File: config.mk
export PLATFORM = sky130hd
export DESIGN_NAME = serial_decode
export DESIGN_NICKNAME = d
export VERILOG_FILES = /design/src/design/serial_decode_pkg.sv /design/src/design/serial_decode.sv
export SDC_FILE = /design/constraint.sdc
export NUM_CORES = 1
export LEC_CHECK = 0
export ABC_AREA = 1
export ABC_CLOCK_PERIOD_IN_PS = 2000
export BUFFER_PORTS_ARGS = -buffer_cell sky130_fd_sc_hd__buf_2
export CAP_MARGIN = 10
export CORE_MARGIN = 2
export CORE_UTILIZATION = 35
export DETAILED_ROUTE_END_ITERATION = 8
export HOLD_SLACK_MARGIN = 0.08
export PLACE_DENSITY_LB_ADDON = 0.05
export SETUP_SLACK_MARGIN = 0.5
export SLEW_MARGIN = 30
export SYNTH_ARGS = -nofsm -noshare
export SYNTH_HDL_FRONTEND = slang
export SYNTH_SLANG_ARGS = --single-unit
File: constraint.sdc
create_clock -name clk -period 2 [get_ports clk]
set_input_delay 0.1 -clock clk [delete_from_list [all_inputs] [get_ports clk]]
set_output_delay 0.1 -clock clk [all_outputs]
set_load 0.03 [all_outputs]
File: src/design/serial_decode_pkg.sv
// Constants for the two-channel serial adapter decode and driver control.
// Assumes one 25 MHz clock and a ten-bit host I/O address.
package serial_decode_pkg;
   localparam int ADDR_W = 10;
   localparam int SEL_MSB = 9;
   localparam int SEL_LSB = 3;
   localparam int SEL_W = 7;
   localparam int INDEX_W = 3;
   localparam int CHANNELS = 2;
   localparam int IRQ_LINES = 16;
   localparam int IRQ_SEL_W = 4;
   // Lines a channel may claim: 2 to 7, 10 to 15 except 13
   localparam logic [15:0] IRQ_VALID = 16'hdcfc;
   // Driver hold after the last character, in bit periods
   localparam logic [3:0] CHAR_BITS = 4'ha;
   localparam logic [3:0] HOLD_RESET = 4'h0;
   localparam logic RX_IDLE = 1'h1;
endpackage : serial_decode_pkg

File: src/design/serial_decode.sv
// Address decode, line driver control, receive echo and interrupt routing
// for a two-channel isolated serial card.
// Assumes host bus pins and line inputs are asynchronous; the UART signals
// (rts, txBusy, txData, bitTick, interrupt) share clk.
//
// Summary of operation
// - Compare A9..A3 with seven switch positions
// - Switch off needs one, on needs zero
// - A2..A0 pick register inside channel
// - Clear-to-send needed; jumper forces it active
// - Software mode: driver follows UART rts
// - Auto mode: driver follows transmit buffer
// - Receiver configurable as one-way or two-way
// - Full duplex sends and receives together
// - Half duplex two-way echoes own characters
// - Half duplex one-way blocks receiver transmitting
// - Interrupt to IRQ2-7 or 10-15, not 13
// - Auto driver held one character after transfer
`timescale 1ns/100ps
`default_nettype none

module serial_decode (
   // Clock, reset, enable
   input wire logic clk,
   input wire logic reset,
   input wire logic clkEnable,
   // Host I/O bus pins
   input wire logic [9:0] hostAddr,
   input wire logic ioReadN,
   input wire logic ioWriteN,
   // Address switches, bit 6 is A9, one means switch on
   input wire logic [6:0] channelAAddrSwitch,
   input wire logic [6:0] channelBAddrSwitch,
   // Jumpers per channel, bit 0 is channel A
   input wire logic [1:0] ctsForce,
   input wire logic [1:0] rtsSelect,
   input wire logic [1:0] autoSelect,
   input wire logic [1:0] receiverTwoWaySelect,
   input wire logic [1:0] fullDuplexSelect,
   input wire logic [3:0] channelAIrqSelect,
   input wire logic [3:0] channelBIrqSelect,
   // UART side per channel
   input wire logic [1:0] asyncCommElementRts,
   input wire logic [1:0] txBusy,
   input wire logic [1:0] txData,
   input wire logic [1:0] bitTick,
   input wire logic [1:0] uartIrq,
   // Line side pins per channel
   input wire logic [1:0] ctsIn,
   input wire logic [1:0] rxLine,
   // Decode results
   output logic [1:0] regSelect,
   output logic [2:0] regIndex,
   // Per channel line control
   output logic [1:0] ctsToUart,
   output logic [1:0] driverEnable,
   output logic [1:0] rxToUart,
   // Host interrupt lines, tri-state drive: level driven high or low while enabled
   output logic [15:0] irqLevel,
   output logic [15:0] irqEnable
);

   typedef struct packed {
      logic [9:0] addrSync1;
      logic [9:0] addrSync2;
      logic rdSync1;
      logic rdSync2;
      logic wrSync1;
      logic wrSync2;
      logic [1:0] ctsSync1;
      logic [1:0] ctsSync2;
      logic [1:0] rxSync1;
      logic [1:0] rxSync2;
      logic [1:0] regSelect;
      logic [2:0] regIndex;
      logic [1:0] ctsToUart;
      logic [1:0] driverEnable;
      logic [1:0] rxToUart;
      logic [1:0][3:0] holdCount;
      logic [15:0] irqLevel;
      logic [15:0] irqEnable;
   } state_t;

   state_t st;
   state_t next_st;
   logic [1:0][6:0] switchOn;
   logic [1:0][3:0] irqSelect;

   assign switchOn[0] = channelAAddrSwitch;
   assign switchOn[1] = channelBAddrSwitch;
   assign irqSelect[0] = channelAIrqSelect;
   assign irqSelect[1] = channelBIrqSelect;

   always_comb begin
      logic ioCycle;
      logic ctsOk;
      logic autoOn;
      ioCycle = 1'b0;
      ctsOk = 1'b0;
      autoOn = 1'b0;
      next_st = st;
      // Pin synchronisers, strobes stored active high
      next_st.addrSync1 = hostAddr;
      next_st.addrSync2 = st.addrSync1;
      next_st.rdSync1 = ~ioReadN;
      next_st.rdSync2 = st.rdSync1;
      next_st.wrSync1 = ~ioWriteN;
      next_st.wrSync2 = st.wrSync1;
      next_st.ctsSync1 = ctsIn;
      next_st.ctsSync2 = st.ctsSync1;
      next_st.rxSync1 = rxLine;
      next_st.rxSync2 = st.rxSync1;
      ioCycle = st.rdSync2 | st.wrSync2;
      next_st.regIndex =
         st.addrSync2[serial_decode_pkg::INDEX_W-1:0];
      for (int ch = 0; ch < serial_decode_pkg::CHANNELS; ch++) begin
         next_st.regSelect[ch] = ioCycle &&
            (st.addrSync2[serial_decode_pkg::SEL_MSB:
                          serial_decode_pkg::SEL_LSB] == ~switchOn[ch]);
         ctsOk = ctsForce[ch] | st.ctsSync2[ch];
         next_st.ctsToUart[ch] = ctsOk;
         if (txBusy[ch]) begin
            next_st.holdCount[ch] = serial_decode_pkg::CHAR_BITS;
         end else if (bitTick[ch] && st.holdCount[ch] != 4'h0) begin
            next_st.holdCount[ch] = st.holdCount[ch] - 4'h1;
         end
         autoOn = txBusy[ch] || st.holdCount[ch] != 4'h0;
         if (autoSelect[ch]) begin
            next_st.driverEnable[ch] = ctsOk & autoOn;
         end else if (rtsSelect[ch]) begin
            next_st.driverEnable[ch] = ctsOk & asyncCommElementRts[ch];
         end else begin
            next_st.driverEnable[ch] = 1'b0;
         end
         if (!fullDuplexSelect[ch] && st.driverEnable[ch]) begin
            next_st.rxToUart[ch] = receiverTwoWaySelect[ch] ?
               txData[ch] : serial_decode_pkg::RX_IDLE;
         end else begin
            next_st.rxToUart[ch] = st.rxSync2[ch];
         end
      end
      for (int ln = 0; ln < serial_decode_pkg::IRQ_LINES; ln++) begin
         next_st.irqLevel[ln] = 1'b0;
         next_st.irqEnable[ln] = 1'b0;
         for (int ch = 0; ch < serial_decode_pkg::CHANNELS; ch++) begin
            if (serial_decode_pkg::IRQ_VALID[ln] &&
                irqSelect[ch] == ln[3:0]) begin
               next_st.irqEnable[ln] = 1'b1;
               next_st.irqLevel[ln] = next_st.irqLevel[ln] | uartIrq[ch];
            end
         end
      end
   end

   always_ff @(posedge clk) begin
      if (reset) begin
         st <= '0;
         st.rxSync1 <= {2{serial_decode_pkg::RX_IDLE}};
         st.rxSync2 <= {2{serial_decode_pkg::RX_IDLE}};
         st.rxToUart <= {2{serial_decode_pkg::RX_IDLE}};
         st.holdCount <= {2{serial_decode_pkg::HOLD_RESET}};
      end else if (clkEnable) begin
         st <= next_st;
      end
   end

   assign regSelect = st.regSelect;
   assign regIndex = st.regIndex;
   assign ctsToUart = st.ctsToUart;
   assign driverEnable = st.driverEnable;
   assign rxToUart = st.rxToUart;
   assign irqLevel = st.irqLevel;
   assign irqEnable = st.irqEnable;

   logic sampledCycle;
   assign sampledCycle = st.rdSync2 | st.wrSync2;
endmodule : serial_decode

`default_nettype wire

# After elaboration in Yosys (flattened, before gate mapping)

Index checks and enable logic that the tools add are counted.
W data, S select, Z words.

Bits of input ports: 61
Output and inout bits: 43
Word-level logic and storage cells: 139
Register bits: 73

Equality and inequality tests: 24
Reduce and logical (&&, ||, !) cells: 16
Add/sub/neg operators: 2
Multiplexer cells: 56
Bitwise logic cells: 22

Operators with widths:

| operator              | number |
|---|---|
| $mux W1               | 52 |
| $eq A4 B4 Y1 const B  | 10 |
| $eq A4 B3 Y1 const B  | 8 |
| $eq A4 B2 Y1 const B  | 4 |
| $mux W4               | 4 |
| $eq A7 B7 Y1          | 2 |
| $not A7 Y7            | 2 |
| $or A1 B1 Y1          | 14 |
| $reduce_bool A4 Y1    | 2 |
| $sub A4 B1 Y4 const B | 2 |
| $logic_and A1 B1 Y1   | 6 |
| $and A1 B1 Y1         | 4 |
| $reduce_and A2 Y1     | 2 |
| $reduce_bool A2 Y1    | 2 |
| $logic_not A1 Y1      | 2 |
| $logic_or A1 B1 Y1    | 2 |
| $not A1 Y1            | 2 |

# Depth between registers and ports, before layout

Gate-level depths: netlist of the first run.

Depth in word-level cells: 4
Mapped depth: 7
Mapped depth without buffers: 7

# Worst setup path before layout of the first run

Ideal clock, no wire load.

Kind: register to register
Start: register st[32] (netlist name)
End: register st[35] (netlist name)
Setup slack: 957 ps
Stages on the path, launching flop included: 7
Clock period less this slack: 1043 ps
Data arrival time: 932 ps
Setup time: 112 ps
Cell sequence: dfxtp_1 > inv_1 > ha_1 > nand3_1 > nand3_1 > nor2_1 > nor2_1

Word-level cells in the longest chain between the ends: 4
Elaborated cells between the ends (all ways): 7
Classes of those cells: add/sub: 1; mux: 2; reduce/logical: 4

Ends and longest elaborated chain:

| element                                                               | RTL line             | RTL |
|---|---|---|
| start, declared                                                       | serial_decode.sv:84  | `state_t st;` |
| start signal, assigned                                                | serial_decode.sv:163 | `st <= next_st;` |
| parallel branches: the longest is 4 deep, another holds $sub A4 B1 Y4 | -                    |  |

Parallel ways; which one is timed is not known. The select of a mux whose other input is x is not followed.
A chain may end at the register's enable or synchronous reset.

# Final worst setup path of the first run

Same ends and word-level chain as after synthesis.

==> flow_metrics.env, run 1 <==
export IMPL_fin_skew_ns=0.007878
export IMPL_layout_nets=711
export IMPL_count_of_cells_resized_by_post_cts_repair=0
export IMPL_netlist_area_um2=3835
export IMPL_timing_critical_path_slowest_cell_delay_ns=0.33
export IMPL_synthSimpleGateAreaFrac_pct=29.04
export IMPL_synth_main_ff_cell="sky130_fd_sc_hd__dfxtp_1"
export IMPL_startpoint="st[32]$_SDFFE_PP0P_"
export IMPL_dpl_instance_area_um2=4129
export IMPL_synth_yosys_warnings=0
export IMPL_via_per_inst=4.460
export IMPL_core_area_um2=10750
export IMPL_r2r_end="st[35]$_SDFFE_PP0P_"
export IMPL_dp_hpwl_um=6542
export IMPL_finalSetupViolCount=0
export IMPL_via_count=3528
export IMPL_final_antenna_net_count=0
export IMPL_outcome="completed"
export IMPL_clk_path_buf_depth=2
export IMPL_fin_area_um2=4548
export IMPL_number_of_antenna_repair_diodes=0
export IMPL_number_of_cells_on_the_worst_reg_to_reg_path=6
export IMPL_ioPinCount=104
export IMPL_rsz0062_at_grt="no"
export IMPL_slew_at_the_pin_closest_to_its_max_slew_limit_ns=0.5397
export IMPL_finalWorstPathRequiredPeriod_ns=1.150
export IMPL_drt_first_pass_iters=4
export IMPL_post_synth_top_count_cell="sky130_fd_sc_hd__nand2_1"
export IMPL_grt_max_degree=75
export IMPL_die_w_um=108.7
export IMPL_post_synth_top_area_cell="sky130_fd_sc_hd__dfxtp_1"
export IMPL_globalRoute_totalOverflow=0
export IMPL_worst_setup_path_start_kind="register"
export IMPL_synth_mux_area_fraction_pct=0
export IMPL_route_detailed_drc=0
export IMPL_number_of_hold_slack_violations_in_the_final_timing_report=0
export IMPL_wl_per_cell_um=11.58
export IMPL_irDropWorstVdd_uv=421.1
export IMPL_main_combinational_cell_family_by_area_after_synthesis="simple AND/OR/NAND/NOR gates"
export IMPL_routed_wirelength_um=9162
export IMPL_number_of_antenna_violations_at_the_first_check_in_global_routing=0
export IMPL_worstPathRequired_ns=2.24
export IMPL_worst_path_max_fanout=4
export IMPL_r2r_slack_ns=0.85
export IMPL_clock_insertion_delay_worst_skew_ns=0.33
export IMPL_timing_final_max_slew_violations=0
export IMPL_achievable_frequency_mhz=869.7
export IMPL_buffer_ports_inserted=93
export IMPL_worstSetupEndpoint="st[35]$_SDFFE_PP0P_"
export IMPL_die_height_um=108.7
export IMPL_synth_ff_latch_count=73
export IMPL_final_gp_congestion=0.8282
export IMPL_timing_max_cap_violations=0
export IMPL_synth_avg_cell_area_um2=6.669
export IMPL_final_core_util_pct=42.33
export IMPL_synth_yosys_seq_area_share_pct=38.11
export IMPL_cts_tree="done"
export IMPL_synth_top_cells_by_area="sky130_fd_sc_hd__dfxtp_1 38%, sky130_fd_sc_hd__nand2_1 11%, sky130_fd_sc_hd__nor2_1 11%, sky130_fd_sc_hd__buf_4 9.4%, sky130_fd_sc_hd__inv_1 6.6%"
export IMPL_totalNegativeSetupSlack_ns=0
export IMPL_grt_pass1_wl_um=14690
export IMPL_end_kind="register"
export IMPL_drive_above_1_share_pct=19.20
export IMPL_startpoint_of_the_worst_hold_path="ctsForce[1]"
export IMPL_xor_xnor_share_of_the_synthesized_area_pct=0.9135
export IMPL_timing_critical_path_cells="inv_1 -> ha_1 -> nand3_1 -> nand3_1 -> nor2_1 -> nor2_1"
export IMPL_global_route_usage_total_pct=15.87
export IMPL_hold_path_cell_count=3
export IMPL_layout_worst_path_cycle_share_pct=57.49
export IMPL_crit_type="register to register"
export IMPL_post_synth_num_cell_types=25
export IMPL_number_of_clock_sinks=73
export IMPL_synth_edff_count=0
export IMPL_layout_area_overhead_pct=18.60
export IMPL_cts_buffers=9
export IMPL_clk_pin_slew_ns=0.08
export IMPL_cts_root_buffer_cell="sky130_fd_sc_hd__clkbuf_8"
export IMPL_first_global_vias=3096
export IMPL_critPathArrivalTime_ns=1.39
export IMPL_synthArstFlopShare_pct=0
export IMPL_cell_count_after_synthesis=575
export IMPL_detail_route_iter0_violations=259
export IMPL_slowest_cp_cell="sky130_fd_sc_hd__dfxtp_1"
export IMPL_min_delay_path_class="input pin to register"
export IMPL_synth_area_in_compound_gates_pct=12.14
export IMPL_power_per_cell_area_nw_per_um2=780.6
export IMPL_netlist_area_leader_share_pct=38.11
export IMPL_regToRegStartpoint="st[32]$_SDFFE_PP0P_"
export IMPL_worst_slew_margin_rel_pct=63.97
export IMPL_synthTopCellsByCount="111 x sky130_fd_sc_hd__nand2_1, 109 x sky130_fd_sc_hd__nor2_1, 73 x sky130_fd_sc_hd__dfxtp_1, 67 x sky130_fd_sc_hd__inv_1, 48 x sky130_fd_sc_hd__buf_4"
export IMPL_placementRows=38
export IMPL_design_power_total_mw=3.550
export IMPL_ctsHtreeMaxLevel=3
export IMPL_design_die_area_um2=11810
export IMPL_synth_adder_area_share_pct=1.305
export IMPL_initial_utilization_pct=35.69
export IMPL_p_leak_nw=2.358
[cell families after synthesis]
kind of cell               count (synthesis)
AOI/OAI and AO/OA                         91
xor gates and xnor gates                   4
adders and majority gates                  4
buffers and inverters                    136
DFF                                       73
other                                      1
and+or+nand+nor                          266
[placed cells by master, fill, tap and decap left out]
cell / count
sky130_fd_sc_hd__o21ai_0: 40
sky130_fd_sc_hd__o21ai_1: 21
sky130_fd_sc_hd__a21oi_1: 26
sky130_fd_sc_hd__dlygate4sd3_1: 19
sky130_fd_sc_hd__clkbuf_8: 11
sky130_fd_sc_hd__nor2_1: 109
sky130_fd_sc_hd__inv_1: 67
sky130_fd_sc_hd__nand3_1: 16
sky130_fd_sc_hd__xor2_1: 4
sky130_fd_sc_hd__inv_2: 3
sky130_fd_sc_hd__clkinvlp_4: 1
sky130_fd_sc_hd__clkinv_2: 2
sky130_fd_sc_hd__bufinv_16: 2
sky130_fd_sc_hd__nand4_1: 14
sky130_fd_sc_hd__nor2_4: 2
sky130_fd_sc_hd__o211ai_1: 3
sky130_fd_sc_hd__nor3_1: 6
sky130_fd_sc_hd__nor3_2: 4
sky130_fd_sc_hd__ha_1: 4
sky130_fd_sc_hd__buf_12: 2
sky130_fd_sc_hd__a21o_1: 1
sky130_fd_sc_hd__nand2_1: 111
sky130_fd_sc_hd__dfxtp_1: 73
sky130_fd_sc_hd__nand3b_1: 2
sky130_fd_sc_hd__nand2_2: 2
sky130_fd_sc_hd__conb_1: 10
sky130_fd_sc_hd__buf_4: 3
sky130_fd_sc_hd__buf_2: 93
[layout make-up]
type | count | area (um2)
repair buffers | 117 | 718.2
clock inverters | 5 | 77.57
inverters | 70 | 262.8
fillers | 1176 | 6197
flip-flops and latches | 73 | 1461
multi-input cells | 375 | 1702
well taps | 140 | 175.2
clock buffers | 11 | 151.4
[report_power, final]
part / total [mW] / switching [mW] / internal (mW)
clock network: 1.32 / 0.554 / 0.767
registers: 1.59 / 0.0457 / 1.55
logic: 0.637 / 0.406 / 0.231
total: 3.55 / 1.01 / 2.54
[per-stage QoR]
step           hold slack [ns]  cells  setup slack [ns]
2_1_floorplan           0.1935    584            0.9569
3_3_place_gp            0.3021    756            0.8436
3_5_place_dp            0.3021    756            0.8094
4_1_cts                0.08181    791            0.8362
5_1_grt                 0.1111    791            0.7459
6_report               0.09755    791            0.8501
[routing by layer]
layer | GRT usage, % | wire, um
met5 | 0 | 0
met4 | 6.044 | 100
met3 | 2.809 | 396
met2 | 23.62 | 3915
met1 | 22.78 | 4750
[worst max-delay path: cells and delay by family (launching register included)]
kind	cells	cell delay, ns
simple gates	4	0.43
flops	1	0.33
fa+ha+maj	1	0.21
buf+inv	1	0.08
[worst min-delay path by stage]
stage	endpoint	slack, ns
3_5_place_dp	next_st[61]$_SDFFE_PP0P_	0.30
4_1_cts	driverEnable[0]$_SDFFE_PP0P_	0.08
5_1_grt	ctsToUart[1]$_SDFFE_PP0P_	0.11
2_1_floorplan	next_st[61]$_SDFFE_PP0P_	0.19
6_report	ctsToUart[1]$_SDFFE_PP0P_	0.1
3_3_place_gp	next_st[61]$_SDFFE_PP0P_	0.30
[sequential cells by signal, summed over array words and instances (netlist names)]
name / count
ctsToUart: 2
driverEnable: 2
irqEnable: 11
irqLevel: 11
next_st: 19
regIndex: 3
regSelect: 2
rxToUart: 2
st: 21
[what timing repair did]
item,CTS,global route
hold endpoints to repair,18,0
setup buffers,0,0
hold buffers,19,0
No activity file was read; power rests on OpenSTA's default activity.
==> inputs of run 2 (changes only) <==
--- a/config.mk
+++ b/config.mk
@@ -6,7 +6,7 @@
 export NUM_CORES = 1
 export LEC_CHECK = 0
 export ABC_AREA = 1
-export ABC_CLOCK_PERIOD_IN_PS = 2000
+export ABC_CLOCK_PERIOD_IN_PS = 1100
 export BUFFER_PORTS_ARGS = -buffer_cell sky130_fd_sc_hd__buf_2
 export CAP_MARGIN = 10
 export CORE_MARGIN = 2
==> constraint.sdc (replaced) <==
create_clock -name clk -period 1.1 [get_ports clk]
set_input_delay 0.055 -clock clk [delete_from_list [all_inputs] [get_ports clk]]
set_output_delay 0.055 -clock clk [all_outputs]
set_load 0.03 [all_outputs]
==> run 2 against run 1 <==
  * The flow now finishes with violations (hold timing)
  * Via count up 2.8%
  * Sequential power up 87%
  * Maximum frequency up 13%
  * First-iteration DRC count down 34%
  * Die area unchanged
  * Non-clock buffer count up 5
  * Largest power group unchanged
  * Wire length up 4.1%
  * Combinational power up 120%
  * Power up 89%
  * Clock skew up 0.0021 ns
==> flow_metrics.env, run 2 (synthesis results as in run 1) <==
export IMPL_hold_path_cell_count=3
export IMPL_final_antenna_net_count=0
export IMPL_total_switching_power_mw=2.010
export IMPL_power_internal_mw=4.700
export IMPL_grt_busiest_layer="met2"
export IMPL_achievable_frequency_mhz=982.2
export IMPL_grt_met3_usage_pct=2.331
export IMPL_number_of_cells_on_the_worst_reg_to_reg_path=7
export IMPL_ctsHtreeMaxLevel=3
export IMPL_final_common_cell="sky130_fd_sc_hd__nand2_1"
export IMPL_dpl_instance_area_um2=4297
export IMPL_p_clk_share_pct=34.7
export IMPL_worst_path_stages=7
export IMPL_grt_use_met2_pct=25.13
export IMPL_critPathArrivalTime_ns=1.26
export IMPL_number_of_clock_sinks=73
export IMPL_global_route_usage_total_pct=16.06
export IMPL_clock_insertion_delay_worst_skew_ns=0.34
export IMPL_clk_pin_slew_ns=0.08
export IMPL_hold_slack_ns=-0.05178
export IMPL_outcome="complete, but fails checks"
export IMPL_cts_tree="done"
export IMPL_startpoint_of_the_worst_hold_path="hostAddr[6]"
export IMPL_die_w_um=108.7
export IMPL_slowest_cp_cell="sky130_fd_sc_hd__dfxtp_2"
export IMPL_layout_nets=716
export IMPL_worst_path_max_fanout=4
export IMPL_via_count=3627
export IMPL_largest_register_ff_count=21
export IMPL_timing_final_max_slew_violations=0
export IMPL_timing_critical_path_slowest_cell_delay_ns=0.34
export IMPL_initial_utilization_pct=35.69
export IMPL_top_register="st"
export IMPL_drt_first_pass_iters=4
export IMPL_grt_max_degree=54
export IMPL_use_met1_pct=22.47
export IMPL_ioPinCount=104
export IMPL_crit_type="register to register"
export IMPL_most_common_layout_cells="103 x sky130_fd_sc_hd__nand2_1, 91 x sky130_fd_sc_hd__nor2_1, 64 x sky130_fd_sc_hd__dfxtp_2"
export IMPL_startpoint="st[32]$_SDFFE_PP0P_"
export IMPL_end_kind="register"
export IMPL_routed_wirelength_um=9538
export IMPL_buffer_ports_inserted=93
export IMPL_worst_path_buf_inv=1
export IMPL_first_global_vias=3177
export IMPL_detail_route_iter0_violations=171
export IMPL_sw_frac_of_total_pct=29.95
export IMPL_timing_critical_path_cells="inv_4 -> ha_4 -> nand4_1 -> nand2_2 -> nand2_1 -> nand2_1 -> nor2_1"
export IMPL_finish_cell_count_without_fillers=796
export IMPL_drive_above_1_share_pct=42.23
export IMPL_fin_skew_ns=0.009942
export IMPL_finalSetupViolCount=0
export IMPL_design_die_area_um2=11810
export IMPL_timing_max_cap_violations=0
export IMPL_rsz0062_at_grt="yes"
export IMPL_worst_setup_path_start_kind="register"
export IMPL_irDropWorstVdd_uv=678.4
export IMPL_failed_checks="hold timing"
export IMPL_clk_path_buf_depth=2
export IMPL_placementRows=38
export IMPL_cts_hold_repair_buffers=11
export IMPL_die_height_um=108.7
export IMPL_cell_type_with_the_highest_occurrence_count_on_the_critical_path="sky130_fd_sc_hd__nand2_1"
export IMPL_globalRoute_totalOverflow=0
export IMPL_power_per_cell_area_nw_per_um2=1298
export IMPL_comb_power_share_pct=21.1
export IMPL_place_detailed_instances=761
export IMPL_number_of_hold_slack_violations_in_the_final_timing_report=5
export IMPL_number_of_antenna_violations_at_the_first_check_in_global_routing=0
export IMPL_wl_per_cell_um=11.98
export IMPL_totalNegativeSetupSlack_ns=0
export IMPL_core_area_um2=10750
export IMPL_fin_area_um2=5170
export IMPL_cts_root_buffer_cell="sky130_fd_sc_hd__clkbuf_8"
export IMPL_cts_buffers=9
export IMPL_layout_worst_path_cycle_share_pct=92.55
export IMPL_min_delay_path_class="input pin to register"
export IMPL_p_leak_nw=2.517
export IMPL_via_per_inst=4.557
export IMPL_route_detailed_drc=0
export IMPL_layout_area_overhead_pct=34.81
export IMPL_regToRegStartpoint="st[32]$_SDFFE_PP0P_"
export IMPL_worstPathRequired_ns=1.34
export IMPL_final_gp_congestion=0.9056
export IMPL_grt_pass1_wl_um=14830
export IMPL_pwr_share_seq_pct=44.3
export IMPL_dp_hpwl_um=6818
export IMPL_critPathTopFamily="simple AND/OR/NAND/NOR gates"
export IMPL_finalWorstPathRequiredPeriod_ns=1.018
export IMPL_number_of_antenna_repair_diodes=0
## run 2: cell count changes in the layout (fill, tap and decap cells not counted), sizes merged
cell | previous run | this run
buf | 98 | 111
clkbuf | 11 | 9
dlymetal6s4s | 0 | 1
clkinv | 2 | 4
dlygate4sd3 | 19 | 10
## run 2: what timing repair did
action,4_1_cts,5_1_grt
buffers inserted,3,5
setup endpoints to repair,97,103
pin swaps,35,28
resized for setup,152,70
hold endpoints to repair,22,7
## run 2: final timing paths
check | end | slack (ns)
min | next_st[69]$_SDFFE_PP0P_ | -0.05
max reg2reg | st[35]$_SDFFE_PP0P_ | 0.08
max | st[35]$_SDFFE_PP0P_ | 0.08
min reg2reg | st[52]$_SDFFE_PP1P_ | 0.46
## run 2: worst reg2reg max path: stages, from the launching register on
cell	delay (ns)
sky130_fd_sc_hd__dfxtp_2	0.34
sky130_fd_sc_hd__inv_4	0.08
sky130_fd_sc_hd__ha_4	0.14
sky130_fd_sc_hd__nand4_1	0.09
sky130_fd_sc_hd__nand2_2	0.11
sky130_fd_sc_hd__nand2_1	0.06
sky130_fd_sc_hd__nand2_1	0.06
sky130_fd_sc_hd__nor2_1	0.04
## run 2: layout make-up
cell class / instances / area [um2]
clock inverter: 7 / 95.09
timing repair buffer: 122 / 964.7
fill: 1138 / 5575
inverter: 70 / 275.3
sequential: 73 / 1541
clock buffer: 9 / 123.9
tap: 140 / 175.2
multi-input combinational: 375 / 1994
## run 2: per-layer routing
metal	wire length [um]	up-vias	share of wire, %
met5	0	-	0
met4	143	0	1.5
met3	393	13	4.1
met2	4255	85	45
met1	4744	1621	50
li1	-	1908	-
## run 2: metrics by stage
step	total power [mW]	hold WS (ns)	utilization (%)	worst slack [ns]
after floorplan	3.907	0.1485	-	0.1655
after global placement	4.143	0.2344	39.99	0.07251
after detailed placement	4.154	0.2373	39.99	0.06462
after CTS	6.716	-0.05684	46.20	0.07836
after global routing	7.069	-0.06035	48.11	-0.005624
final	6.710	-0.05178	48.11	0.08190
## run 2: power groups by stage
stage | combinational, mW | clock (mW) | sequential, mW
after global placement | 1.18 | 0 | 2.97
after detailed placement | 1.19 | 0 | 2.97
after global routing | 1.57 | 2.51 | 2.99
final | 1.41 | 2.33 | 2.97
after CTS | 1.36 | 2.41 | 2.95
after floorplan | 0.963 | 0 | 2.94
==> inputs of run 3 (changes only) <==
==> constraint.sdc (replaced) <==
create_clock -name clk -period 1.1 [get_ports clk]
set_input_delay 0.33 -clock clk [delete_from_list [all_inputs] [get_ports clk]]
set_output_delay 0.33 -clock clk [all_outputs]
set_load 0.03 [all_outputs]
==> run 3 against run 2 <==
  * The run ends with setup timing left
  * Critical path depth shrank 6
  * Power grew 10%
  * Final area grew 22%
  * Sequential share of layout area shrank 5.7 points
  * Maximum frequency shrank 14%
  * First-iteration DRC count shrank 35%
  * Via count grew 7.0%
  * Critical path type is now register to output port
  * Critical endpoint is now irqEnable[15]
  * Largest power group unchanged
  * Highest routed layer unchanged
==> flow_metrics.env, run 3 (synthesis results as in run 1) <==
export IMPL_outcome="complete, but fails checks"
export IMPL_failed_checks="setup timing"
export IMPL_critPathArrivalTime_ns=0.85
export IMPL_ioPinCount=104
export IMPL_final_antenna_net_count=0
export IMPL_worst_setup_path_start_kind="register"
export IMPL_grt_pass1_wl_um=17750
export IMPL_min_delay_path_class="input pin to register"
export IMPL_timing_critical_path_slowest_cell_delay_ns=0.37
export IMPL_global_route_usage_total_pct=19.70
export IMPL_clk_path_buf_depth=2
export IMPL_comb_power_share_pct=26.3
export IMPL_number_of_antenna_violations_at_the_first_check_in_global_routing=0
export IMPL_number_of_hold_slack_violations_in_the_final_timing_report=0
export IMPL_cts_tree="done"
export IMPL_timing_final_max_slew_violations=0
export IMPL_p_leak_nw=3.006
export IMPL_drt_first_pass_iters=4
export IMPL_initial_utilization_pct=35.69
export IMPL_route_detailed_drc=0
export IMPL_final_common_cell="sky130_fd_sc_hd__nand2_1"
export IMPL_worstPathRequired_ns=0.77
export IMPL_multi_input_area_um2=2341
export IMPL_fin_skew_ns=0.006882
export IMPL_filler_cell_count=1005
export IMPL_globalRoute_totalOverflow=0
export IMPL_core_area_um2=10750
export IMPL_most_common_layout_cells="92 x sky130_fd_sc_hd__nand2_1, 82 x sky130_fd_sc_hd__nor2_1, 51 x sky130_fd_sc_hd__buf_6"
export IMPL_sw_frac_of_total_pct=30.21
export IMPL_clock_insertion_delay_worst_skew_ns=0.35
export IMPL_clk_pin_slew_ns=0.08
export IMPL_layout_area_overhead_pct=64.57
export IMPL_ctsHtreeMaxLevel=3
export IMPL_slowest_cp_cell="sky130_fd_sc_hd__dfxtp_2"
export IMPL_end_kind="output port"
export IMPL_cts_buffers=9
export IMPL_top_register="st"
export IMPL_critPathTopFamily="flip-flops"
export IMPL_fin_area_um2=6311
export IMPL_irDropWorstVdd_uv=544.4
export IMPL_layout_nets=761
export IMPL_die_height_um=108.7
export IMPL_buffer_ports_inserted=93
export IMPL_worst_path_buf_inv=1
export IMPL_cts_root_buffer_cell="sky130_fd_sc_hd__clkbuf_8"
export IMPL_worst_path_max_fanout=2
export IMPL_placementRows=38
export IMPL_finalSetupViolCount=33
export IMPL_grt_max_degree=16
export IMPL_wl_per_cell_um=13.32
export IMPL_design_power_total_mw=7.386
export IMPL_layout_worst_path_cycle_share_pct=107.5
export IMPL_p_clk_share_pct=33.3
export IMPL_largest_register_ff_count=21
export IMPL_dpl_instance_area_um2=4547
export IMPL_via_count=3881
export IMPL_rsz0062_at_grt="yes"
export IMPL_layout_area_seq_um2=1520
export IMPL_timing_critical_path_cells="buf_6"
export IMPL_drive_above_1_share_pct=52.78
export IMPL_design_die_area_um2=11810
export IMPL_achievable_frequency_mhz=845.4
export IMPL_finish_cell_count_without_fillers=841
export IMPL_final_gp_congestion=0.8670
export IMPL_via_per_inst=4.615
export IMPL_power_per_cell_area_nw_per_um2=1170
export IMPL_place_detailed_instances=783
export IMPL_number_of_clock_sinks=73
export IMPL_first_global_vias=3618
export IMPL_pwr_share_seq_pct=40.4
export IMPL_timing_max_cap_violations=0
export IMPL_crit_type="register to output port"
export IMPL_die_w_um=108.7
export IMPL_power_internal_mw=5.154
export IMPL_dp_hpwl_um=7139
export IMPL_worst_slack_ns=-0.08290
export IMPL_finalWorstPathRequiredPeriod_ns=1.183
export IMPL_routed_wirelength_um=11210
export IMPL_total_switching_power_mw=2.231
export IMPL_detail_route_iter0_violations=112
export IMPL_number_of_antenna_repair_diodes=0
-- run 3: changes by cell type in the layout (fill, tap and decap cells not counted), sizes merged --
| cell | before | now |
|---|---|---|
| inv | 70 | 69 |
| clkinv | 4 | 2 |
| buf | 111 | 166 |
| dlymetal6s4s | 1 | 0 |
| clkinvlp | 1 | 2 |
| dlygate4sd3 | 10 | 0 |
| clkbuf | 9 | 12 |
-- run 3: what timing repair did --
item                       CTS  global route
pin swaps                   66            38
setup buffers               19            11
hold buffers                 0             0
setup endpoints to repair  106           106
cloned                      11             1
resized for setup          238            64
-- run 3: final cells by class --
class                   instances  share of cell area (%)
repair buffers                167                   27.42
well taps                     140                   2.776
inverters                      70                   4.996
clock buffers                  11                   2.399
flip-flops and latches         73                   24.09
clock inverters                 5                   1.229
multi-input cells             375                   37.09
-- run 3: stage by stage --
stage                     hold slack [ns]  worst slack [ns]  utilization, %  setup TNS, ns
after detailed placement           0.4515           -0.2003           42.31         -5.150
after floorplan                    0.4235            0.1656               -              0
after global routing               0.1370           -0.1102           58.73         -3.397
after CTS                          0.1363          -0.09378           55.76         -2.557
after global placement             0.4531           -0.1868           42.31         -4.574
final                              0.1606          -0.08290           58.73         -1.907
-- run 3: power by group through the flow --
stage / Sequential [mW] / Combinational, mW / Clock, mW
global placement: 2.98 / 1.26 / 0
CTS: 2.97 / 1.81 / 2.54
global route: 3.00 / 2.11 / 2.64
floorplan: 2.97 / 1.06 / 0
finish: 2.98 / 1.94 / 2.46
detailed placement: 2.98 / 1.27 / 0
-- run 3: per-layer routing --
layer	wire, um	track usage, %	share of wire, %	up-vias
met3	429	3.048	3.8	17
met1	4944	24.74	44	1776
met5	0	0	0	-
met4	216	8.516	1.9	0
li1	-	-	-	2017
met2	5616	33.48	50	71
-- run 3: final timing paths --
path,depth (start not counted),end,slack [ns],from
min reg2reg,2,regSelect[1]$_SDFFE_PP0P_,0.47,regSelect[1]$_SDFFE_PP0P_
max,1,irqEnable[15],-0.08,irqEnable[15]$_SDFFE_PP0P_
min,2,next_st[59]$_SDFFE_PP0P_,0.16,ioWriteN
max reg2reg,7,st[37]$_SDFFE_PP0P_,0.02,st[36]$_SDFFE_PP0P_
